File: src/hw/seece_pkg.sv
// Shared constants and types for the serial EEPROM command engine.
package seece_pkg;

    localparam int SEECE_WORDS = 16;
    localparam int SEECE_DATA_W = 16;
    localparam int SEECE_ADDR_W = 4;
    localparam int SEECE_FIELD_ADDR_W = 6;
    localparam int SEECE_OPCODE_W = 2;

    // Bits after the start bit: opcode plus address field, then the data word alone.
    localparam logic [4:0] SEECE_HDR_BITS = 5'h08;
    localparam logic [4:0] SEECE_DATA_BITS = 5'h10;

    localparam logic [1:0] SEECE_OP_CTRL = 2'h0;
    localparam logic [1:0] SEECE_OP_WRITE = 2'h1;
    localparam logic [1:0] SEECE_OP_READ = 2'h2;
    localparam logic [1:0] SEECE_OP_ERASE = 2'h3;

    localparam logic [1:0] SEECE_CTL_DISABLE = 2'h0;
    localparam logic [1:0] SEECE_CTL_FILL = 2'h1;
    localparam logic [1:0] SEECE_CTL_CLEAR = 2'h2;
    localparam logic [1:0] SEECE_CTL_ENABLE = 2'h3;

    localparam logic [15:0] SEECE_ERASED_WORD = 16'hffff;
    localparam logic [15:0] SEECE_MEM_RESET = 16'hffff;

    // Programming time in microseconds, and its cycle count at the 50 MHz clock.
    localparam int SEECE_PROGRAM_TIME_US = 10;
    localparam int SEECE_CLK_MHZ = 50;
    localparam int SEECE_PROGRAM_CYCLES = SEECE_PROGRAM_TIME_US * SEECE_CLK_MHZ;

    typedef enum logic [2:0] {
        SEECE_IDLE = 3'h0,
        SEECE_HDR = 3'h1,
        SEECE_DATA = 3'h2,
        SEECE_READ = 3'h3,
        SEECE_DONE = 3'h4
    } seece_state_e;

    typedef enum logic [1:0] {
        SEECE_PG_NONE = 2'h0,
        SEECE_PG_WORD = 2'h1,
        SEECE_PG_ALL = 2'h2
    } seece_prog_e;

    typedef struct packed {
        seece_prog_e kind;
        logic [3:0] addr;
        logic [15:0] data;
    } seece_prog_s;

    localparam logic [21:0] SEECE_PROG_RESET = 22'h000000;

endpackage : seece_pkg

File: src/hw/seece_engine.sv
// Command engine of a 16 x 16 serial EEPROM behind a four-wire serial link.
// How it works
// - Frame is start bit one, 2-bit opcode, 6-bit address, optional 16-bit data.
// - Opcode 10 reads, 01 writes, 11 erases, 00 picks control by top address bits.
// - Starts write-disabled; enable holds until disable frame executes.
// - Read shifts a zero dummy bit then the word MSB first on rising clock.
// - Disable frame blocks programming, effective when select falls.
// - Reads behave the same whether programming is enabled or not.
// - Word erase sets every bit of the addressed word to one.
// - Whole-array erase sets every bit of every word to one.
// - Select falling after a programming frame starts a timed busy cycle.
// - With select high around programming, data-out is low busy, high ready.
// - Data-out is high impedance whenever select is low.
// - Toggling select during programming never disturbs the cycle.
// - After ready, a clocked-in start bit returns data-out to high impedance.
// - That start bit may begin a new frame; dropping select resets sequencing.
// - Write and fill need no preceding erase.
// - Enable 11, fill 01, read and write 00 plus 4-bit word address.
`timescale 1ns/1ns
module seece_engine
    import seece_pkg::*;
#(
    parameter int PROGRAM_CYCLES = SEECE_PROGRAM_CYCLES
)(
    input wire logic mclk_i,
    input wire logic reset_i,
    input wire logic select_i,
    input wire logic serial_clock_in_i,
    input wire logic serial_in_i,
    output logic serial_out_o,
    output logic serial_out_oe_o,
    output logic busy_o,
    output logic write_enabled_o
);

    // The busy timer is 24 bits wide, so longer cycles cannot be counted.
    if (PROGRAM_CYCLES < 1 || PROGRAM_CYCLES > 16777215)
    begin : g_bad_cycles
        $error("seece_engine: PROGRAM_CYCLES out of range");
    end

    // Two-stage synchronisers for the three link inputs.
    logic [2:0] sync1_r, sync2_r, sync1_nxt, sync2_nxt;
    logic link_clk_prev_r, link_clk_prev_nxt;
    logic sel_prev_r, sel_prev_nxt;

    always_comb
    begin
        sync1_nxt = {select_i, serial_clock_in_i, serial_in_i};
        sync2_nxt = sync1_r;
        link_clk_prev_nxt = sync2_r[1];
        sel_prev_nxt = sync2_r[2];
    end

    always_ff @(posedge mclk_i)
    begin
        if (reset_i)
        begin
            sync1_r <= 3'h0;
            sync2_r <= 3'h0;
            link_clk_prev_r <= 1'b0;
            sel_prev_r <= 1'b0;
        end
        else
        begin
            sync1_r <= sync1_nxt;
            sync2_r <= sync2_nxt;
            link_clk_prev_r <= link_clk_prev_nxt;
            sel_prev_r <= sel_prev_nxt;
        end
    end

    logic sel, din, link_clk_rise, sel_fall;
    assign sel = sync2_r[2];
    assign din = sync2_r[0];
    assign link_clk_rise = sync2_r[1] & ~link_clk_prev_r & sel;
    assign sel_fall = sel_prev_r & ~sel;

    logic [15:0] mem_r [SEECE_WORDS];
    seece_state_e state_r, state_nxt;
    logic [4:0] cnt_r, cnt_nxt;
    logic [7:0] hdr_r, hdr_nxt;
    logic [15:0] shift_r, shift_nxt;
    logic wen_r, wen_nxt;
    seece_prog_s pend_r, pend_nxt;
    seece_prog_s prog_r, prog_nxt;
    logic wdis_pend_r, wdis_pend_nxt;
    logic wen_pend_r, wen_pend_nxt;
    logic [23:0] timer_r, timer_nxt;
    logic busy_r, busy_nxt;
    logic status_r, status_nxt;
    logic dout_r, dout_nxt;
    logic oe_r, oe_nxt;
    logic commit;

    function automatic logic [3:0] word_addr(input logic [7:0] h);
        word_addr = h[SEECE_ADDR_W-1:0];
    endfunction : word_addr

    always_comb
    begin
        state_nxt = state_r;
        cnt_nxt = cnt_r;
        hdr_nxt = hdr_r;
        shift_nxt = shift_r;
        wen_nxt = wen_r;
        pend_nxt = pend_r;
        prog_nxt = prog_r;
        wdis_pend_nxt = wdis_pend_r;
        wen_pend_nxt = wen_pend_r;
        timer_nxt = timer_r;
        busy_nxt = busy_r;
        status_nxt = status_r;
        dout_nxt = dout_r;
        oe_nxt = oe_r;
        commit = 1'b0;
        // The programming timer runs regardless of select activity.
        if (busy_r)
        begin
            if (timer_r == 24'h000001)
            begin
                busy_nxt = 1'b0;
                commit = 1'b1;
            end
            timer_nxt = timer_r - 24'h000001;
        end
        if (!sel)
        begin
            // Dropping select resets sequencing and tri-states the output.
            oe_nxt = 1'b0;
            state_nxt = SEECE_IDLE;
            if (sel_fall)
            begin
                if (wdis_pend_r)
                    wen_nxt = 1'b0;
                if (wen_pend_r)
                    wen_nxt = 1'b1;
                if (pend_r.kind != SEECE_PG_NONE && !busy_r)
                begin
                    prog_nxt = pend_r;
                    busy_nxt = 1'b1;
                    status_nxt = 1'b1;
                    timer_nxt = 24'(PROGRAM_CYCLES);
                end
                pend_nxt = SEECE_PROG_RESET;
                wdis_pend_nxt = 1'b0;
                wen_pend_nxt = 1'b0;
            end
        end
        else
        begin
            if (status_r && state_r == SEECE_IDLE)
            begin
                // Status shown on data-out from the start of a programming cycle until a start bit clears it.
                oe_nxt = 1'b1;
                dout_nxt = ~busy_r;
            end
            if (link_clk_rise)
            begin
                unique case (state_r)
                    SEECE_IDLE:
                    begin
                        // A busy device takes no new instruction.
                        if (din && !busy_r)
                        begin
                            if (status_r)
                            begin
                                status_nxt = 1'b0;
                                oe_nxt = 1'b0;
                            end
                            state_nxt = SEECE_HDR;
                            cnt_nxt = 5'h00;
                        end
                    end
                    SEECE_HDR:
                    begin
                        hdr_nxt = {hdr_r[6:0], din};
                        cnt_nxt = cnt_r + 5'h01;
                        if (cnt_r == SEECE_HDR_BITS - 5'h01)
                        begin
                            cnt_nxt = 5'h00;
                            state_nxt = SEECE_DONE;
                            unique case (hdr_r[6:5])
                                SEECE_OP_READ:
                                begin
                                    // Reads ignore the enable state entirely.
                                    shift_nxt = mem_r[word_addr({hdr_r[6:0], din})];
                                    oe_nxt = 1'b1;
                                    dout_nxt = 1'b0;
                                    state_nxt = SEECE_READ;
                                end
                                SEECE_OP_WRITE:
                                    state_nxt = SEECE_DATA;
                                SEECE_OP_ERASE:
                                    if (wen_r)
                                        pend_nxt = '{SEECE_PG_WORD, word_addr({hdr_r[6:0], din}),
                                                     SEECE_ERASED_WORD};
                                SEECE_OP_CTRL:
                                    unique case (hdr_r[4:3])
                                        SEECE_CTL_DISABLE: wdis_pend_nxt = 1'b1;
                                        SEECE_CTL_ENABLE: wen_pend_nxt = 1'b1;
                                        SEECE_CTL_FILL: state_nxt = SEECE_DATA;
                                        SEECE_CTL_CLEAR:
                                            if (wen_r)
                                                pend_nxt = '{SEECE_PG_ALL, 4'h0,
                                                             SEECE_ERASED_WORD};
                                    endcase
                            endcase
                        end
                    end
                    SEECE_DATA:
                    begin
                        shift_nxt = {shift_r[14:0], din};
                        cnt_nxt = cnt_r + 5'h01;
                        if (cnt_r == SEECE_DATA_BITS - 5'h01)
                        begin
                            state_nxt = SEECE_DONE;
                            // Writes overwrite directly, no erase needed.
                            if (wen_r)
                                pend_nxt = '{(hdr_r[7:6] == SEECE_OP_WRITE) ?
                                             SEECE_PG_WORD : SEECE_PG_ALL,
                                             word_addr(hdr_r), {shift_r[14:0], din}};
                        end
                    end
                    SEECE_READ:
                    begin
                        dout_nxt = shift_r[15];
                        shift_nxt = {shift_r[14:0], 1'b0};
                        cnt_nxt = cnt_r + 5'h01;
                        if (cnt_r == SEECE_DATA_BITS)
                        begin
                            oe_nxt = 1'b0;
                            state_nxt = SEECE_DONE;
                        end
                    end
                    SEECE_DONE:
                    begin
                        // Extra clocks past the frame are ignored until select drops.
                        state_nxt = SEECE_DONE;
                    end
                    default: state_nxt = SEECE_IDLE;
                endcase
            end
        end
    end

    always_ff @(posedge mclk_i)
    begin
        if (reset_i)
        begin
            state_r <= SEECE_IDLE;
            cnt_r <= 5'h00;
            hdr_r <= 8'h00;
            shift_r <= 16'h0000;
            wen_r <= 1'b0;
            pend_r <= SEECE_PROG_RESET;
            prog_r <= SEECE_PROG_RESET;
            wdis_pend_r <= 1'b0;
            wen_pend_r <= 1'b0;
            timer_r <= 24'h000000;
            busy_r <= 1'b0;
            status_r <= 1'b0;
            dout_r <= 1'b0;
            oe_r <= 1'b0;
        end
        else
        begin
            state_r <= state_nxt;
            cnt_r <= cnt_nxt;
            hdr_r <= hdr_nxt;
            shift_r <= shift_nxt;
            wen_r <= wen_nxt;
            pend_r <= pend_nxt;
            prog_r <= prog_nxt;
            wdis_pend_r <= wdis_pend_nxt;
            wen_pend_r <= wen_pend_nxt;
            timer_r <= timer_nxt;
            busy_r <= busy_nxt;
            status_r <= status_nxt;
            dout_r <= dout_nxt;
            oe_r <= oe_nxt;
        end
    end

    // The array is written at the end of the timed cycle, as cells settle then.
    always_ff @(posedge mclk_i)
    begin
        if (reset_i)
        begin
            for (int i = 0; i < SEECE_WORDS; i++)
                mem_r[i] <= SEECE_MEM_RESET;
        end
        else if (commit)
        begin
            for (int i = 0; i < SEECE_WORDS; i++)
                if (prog_r.kind == SEECE_PG_ALL ||
                    (prog_r.kind == SEECE_PG_WORD && prog_r.addr == 4'(i)))
                    mem_r[i] <= prog_r.data;
        end
    end

    assign serial_out_o = dout_r;
    assign serial_out_oe_o = oe_r;
    assign busy_o = busy_r;
    assign write_enabled_o = wen_r;

endmodule : seece_engine

File: config.mk
export PLATFORM = sky130hd
export DESIGN_NAME = seece_engine
export DESIGN_NICKNAME = d
export VERILOG_FILES = /design/src/hw/seece_pkg.sv /design/src/hw/seece_engine.sv
export SDC_FILE = /design/constraint.sdc
export NUM_CORES = 1
export LEC_CHECK = 0
export BUFFER_PORTS_ARGS = -buffer_cell sky130_fd_sc_hd__buf_2
export CAP_MARGIN = 20
export CORE_UTILIZATION = 25
export DETAILED_ROUTE_END_ITERATION = 10
export GPL_TIMING_DRIVEN = 0
export PLACE_DENSITY_LB_ADDON = 0.2
export SLEW_MARGIN = 40
export SYNTH_ARGS = -nofsm -noshare
export SYNTH_HDL_FRONTEND = slang
export SYNTH_SLANG_ARGS = --single-unit
File: constraint.sdc
create_clock -name mclk_i -period 5.3 [get_ports mclk_i]
set_clock_uncertainty 0.2 [all_clocks]
set_input_delay 0.265 -clock mclk_i [delete_from_list [all_inputs] [get_ports mclk_i]]
set_output_delay 0.265 -clock mclk_i [all_outputs]
set_load 0.01 [all_outputs]
==> reports/summary.txt <==
========================================================================================
Inserted Clock Buffers                                                                44
Sinks on Clock Net                                                                   371
Later-pin clock latency in the skew report                                        580 ps
Synth Net Count                                                                     1282
Slew at the pin closest to its max-slew limit                                     867 ps
Fin worst setup slack                                                            1410 ps
Commonest non-fill, non-tap cell in the layout                                  edfxtp_1
Gate count of the mapped netlist                                                    1272
Post-placement worst setup slack                                                 1380 ps
Number of H-tree levels                                                                2
Pin count of the biggest net entering global routing                                  16
Hold Violations, Final                                                                 0
Kind of end point of the critical path                                          register
Clock root cell                                                                clkbuf_16
Hold crit path type                                                         input pin to register
WHS                                                                               104 ps
CP Launch Type                                                                  register
Post-route total power                                                           6210 µW
Number of standard-cell rows in the floorplan                                         91
WL met2                                                                          20.7 mm
Most frequent cells in the layout                                           edfxtp_1, nand2_1, dfxtp_1
Die Wd                                                                            253 µm
DRT met1 WL                                                                      20.2 mm
Predominant post-synthesis flop cell                                            edfxtp_1
# hold bufs at CTS                                                                     3
Initial antenna violation count                                                        0
Kind of critical path                                                       register to register
Total vias in the final route                                                      10300
Peak fanout along the critical path                                                   13
Switching power as a share of total power                                          21.4%
Syn Std Cell Area                                                              15800 µm²
Max-cap check violation count                                                          0
Net switching power                                                              1330 µW
Int Power                                                                        4890 µW
Number of placed I/O pins                                                              9
Startpoint of the worst setup timing path                                     timer_r[9]
Average vias per placed instance                                                    4.65
Hold path startpoint                                                             reset_i
Final number of max-transition violations                                              0
# setup viols final                                                                    0
Proportion of power drawn by the clock network                                     46.2%
Logic pwr share                                                                     3.1%
Max Buffers Root-to-Sink                                                               3
Required time at the endpoint of the critical path                               5370 ps
Worst Reg2Reg Path Length in Cells                                                     6
Setup bufs post-CTS                                                                    0
Drt wl/cell                                                                      19.9 µm
Number of flip-flops and latches in the synthesized netlist                          371
Power density over cell area                                                  332 nW/µm²
Starting utilization of the core area                                              25.4%
Total met3 wirelength after detailed routing                                     1.65 mm
Number of enable flip-flop cells after synthesis                                     256
CTS tree                                                                           built
Reg-to-Reg Start                                                              timer_r[9]
Total negative slack for setup checks                                               0 ps
Final period demand of the worst path                                            3890 ps
Buffers added on ports                                                                 7
DR pass1 iterations                                                                    5
First-pass GRT wire length                                                       66.4 mm
Vias in the first global route                                                     10300
Achievable Freq                                                                  257 MHz
Global placer's final weighted congestion                                          0.866
Largest voltage drop on the vdd net                                             0.181 mV
Result of the run                                                           complete, no violations
Synth warn                                                                             0
Instance count along the most critical hold path                                       3
Data arrival time at the worst-slack endpoint                                    3960 ps
Highest metal layer with signal wires                                               met5
DRC                                                                                    0
Distinct cells, synth                                                                 66
Fraction of final layout cells with drive strength greater than 1                  19.0%
Fraction of registers with async set/reset                                            0%
Detailed Route WL                                                                44.0 mm
1st-iter DRT viols                                                                   685
Number of nets in the final layout                                                  1354
Total half-perimeter wirelength after legalization and detailed placement        32.0 mm
Antenna diode count                                                                    0
Sequential share of power                                                          50.7%
Avg Synthesized Cell Area                                                       12.4 µm²
Final period utilization                                                           73.4%
Full die area                                                                  64100 µm²
RSZ-0062 raised after global routing                                               false
Core Area                                                                      62100 µm²
Height of the chip                                                                253 µm
Overall global routing resource usage                                              14.0%
Worst max-slew margin expressed relative to the limit                              42.2%
Area growth, synth to finish                                                       18.7%
Remaining Overflow, GRT                                                                0
Final ANT Viol Nets                                                                    0
Sequential area share after synthesis                                              63.3%
Clock-pin slew on the worst setup and hold paths                                   60 ps
Number of gates resized after cts                                                      0
Static leakage                                                                0.00521 µW
========================================================================================
[sequential cells by signal, summed over array words and instances (netlist names)]
register	count
busy_o	1
cnt_r	5
hdr_r	8
link_clk_prev_r	1
mem_r	256
pend_r	22
prog_r	22
sel_prev_r	1
serial_out_o	1
serial_out_oe_o	1
shift_r	16
state_r	3
status_r	1
sync1_r	3
sync2_r	3
timer_r	24
wdis_pend_r	1
wen_pend_r	1
write_enabled_o	1
[layout make-up]
type                       count  area, µm²
clock buffer                  58       1190
buffer                        84        417
timing repair buffer          26        327
multi-input combinational    807       5570
tap                          837       1050
clock inverter                21        150
sequential                   371       9990
inverter                      10       37.5
fill                        6292      43300
[per-layer routing]
metal / up-vias / global-route usage [%]
met1: 5208 / 18.9
met5: - / 0.618
met4: 2 / 5.77
met2: 190 / 22.4
li1: 4825 / -
met3: 72 / 1.90
[cells by family (layout without fill, tap and decap cells)]
| kind of cell | count (synthesis) | count (layout) | share of synthesized area, % |
|---|---|---|---|
| XOR/XNOR | 21 | 21 | 1.17 |
| adder cells (fa/ha/maj) | 5 | 5 | 0.396 |
| AO/OA/AOI/OAI | 225 | 225 | 8.90 |
| AND/OR/NAND/NOR | 475 | 475 | 14.1 |
| flip-flops | 371 | 371 | 63.3 |
| multiplexers | 81 | 81 | 9.26 |
| buffers and inverters | 94 | 199 | 2.86 |
[critical path, cell delays in order, from the launching register on]
cell	delay (ps)
dfxtp_1	320
or4_4	580
nor4b_4	490
nand4_1	770
buf_2	560
o21bai_4	410
buf_8	230
[path summary, 6_finish.rpt]
kind | end | slack, ps
max | mem_r[11][5] | 1410
min | sel_prev_r | 100
max reg2reg | mem_r[11][5] | 1410
min reg2reg | sync2_r[1] | 230
[cells in the mapped netlist, types with 6 or more instances]
library cell	instances	area, µm²
a21oi_1	95	475
a221o_1	15	150
a31oi_1	6	37.5
buf_2	13	65.1
buf_6	11	124
clkbuf_1	56	210
dfxtp_1	115	2300
edfxtp_1	256	7690
inv_1	9	33.8
mux2_2	30	338
mux4_2	49	1100
nand2_1	246	923
nand2b_1	10	62.6
nand3_1	45	225
nor2_1	78	293
nor2_4	9	101
nor2b_1	12	75.1
nor3_1	7	35.0
nor3b_1	6	45.0
o21ai_0	37	185
o21bai_1	16	120
o221ai_1	15	131
o22ai_1	15	93.8
or2_2	20	125
xnor2_1	7	61.3
xor2_1	14	123
[stage by stage]
stage	std cells	area, µm²	utilization (%)
after floorplan	1272	15800	-
after global placement	2116	16900	27.2
after detailed placement	2132	17300	27.9
after CTS	2214	18700	30.2
after global routing	2214	18700	30.2
final	2214	18700	30.2
[power by group through the flow]
stage	combinational (µW)	sequential, µW	clock (µW)
6_report	195	3150	2870
5_1_grt	210	3150	3060
4_1_cts	201	3150	2950
3_5_place_dp	199	3210	0
3_3_place_gp	165	3210	0
2_1_floorplan	99.4	3210	0
Note: power is estimated with default switching activity, not from simulation.
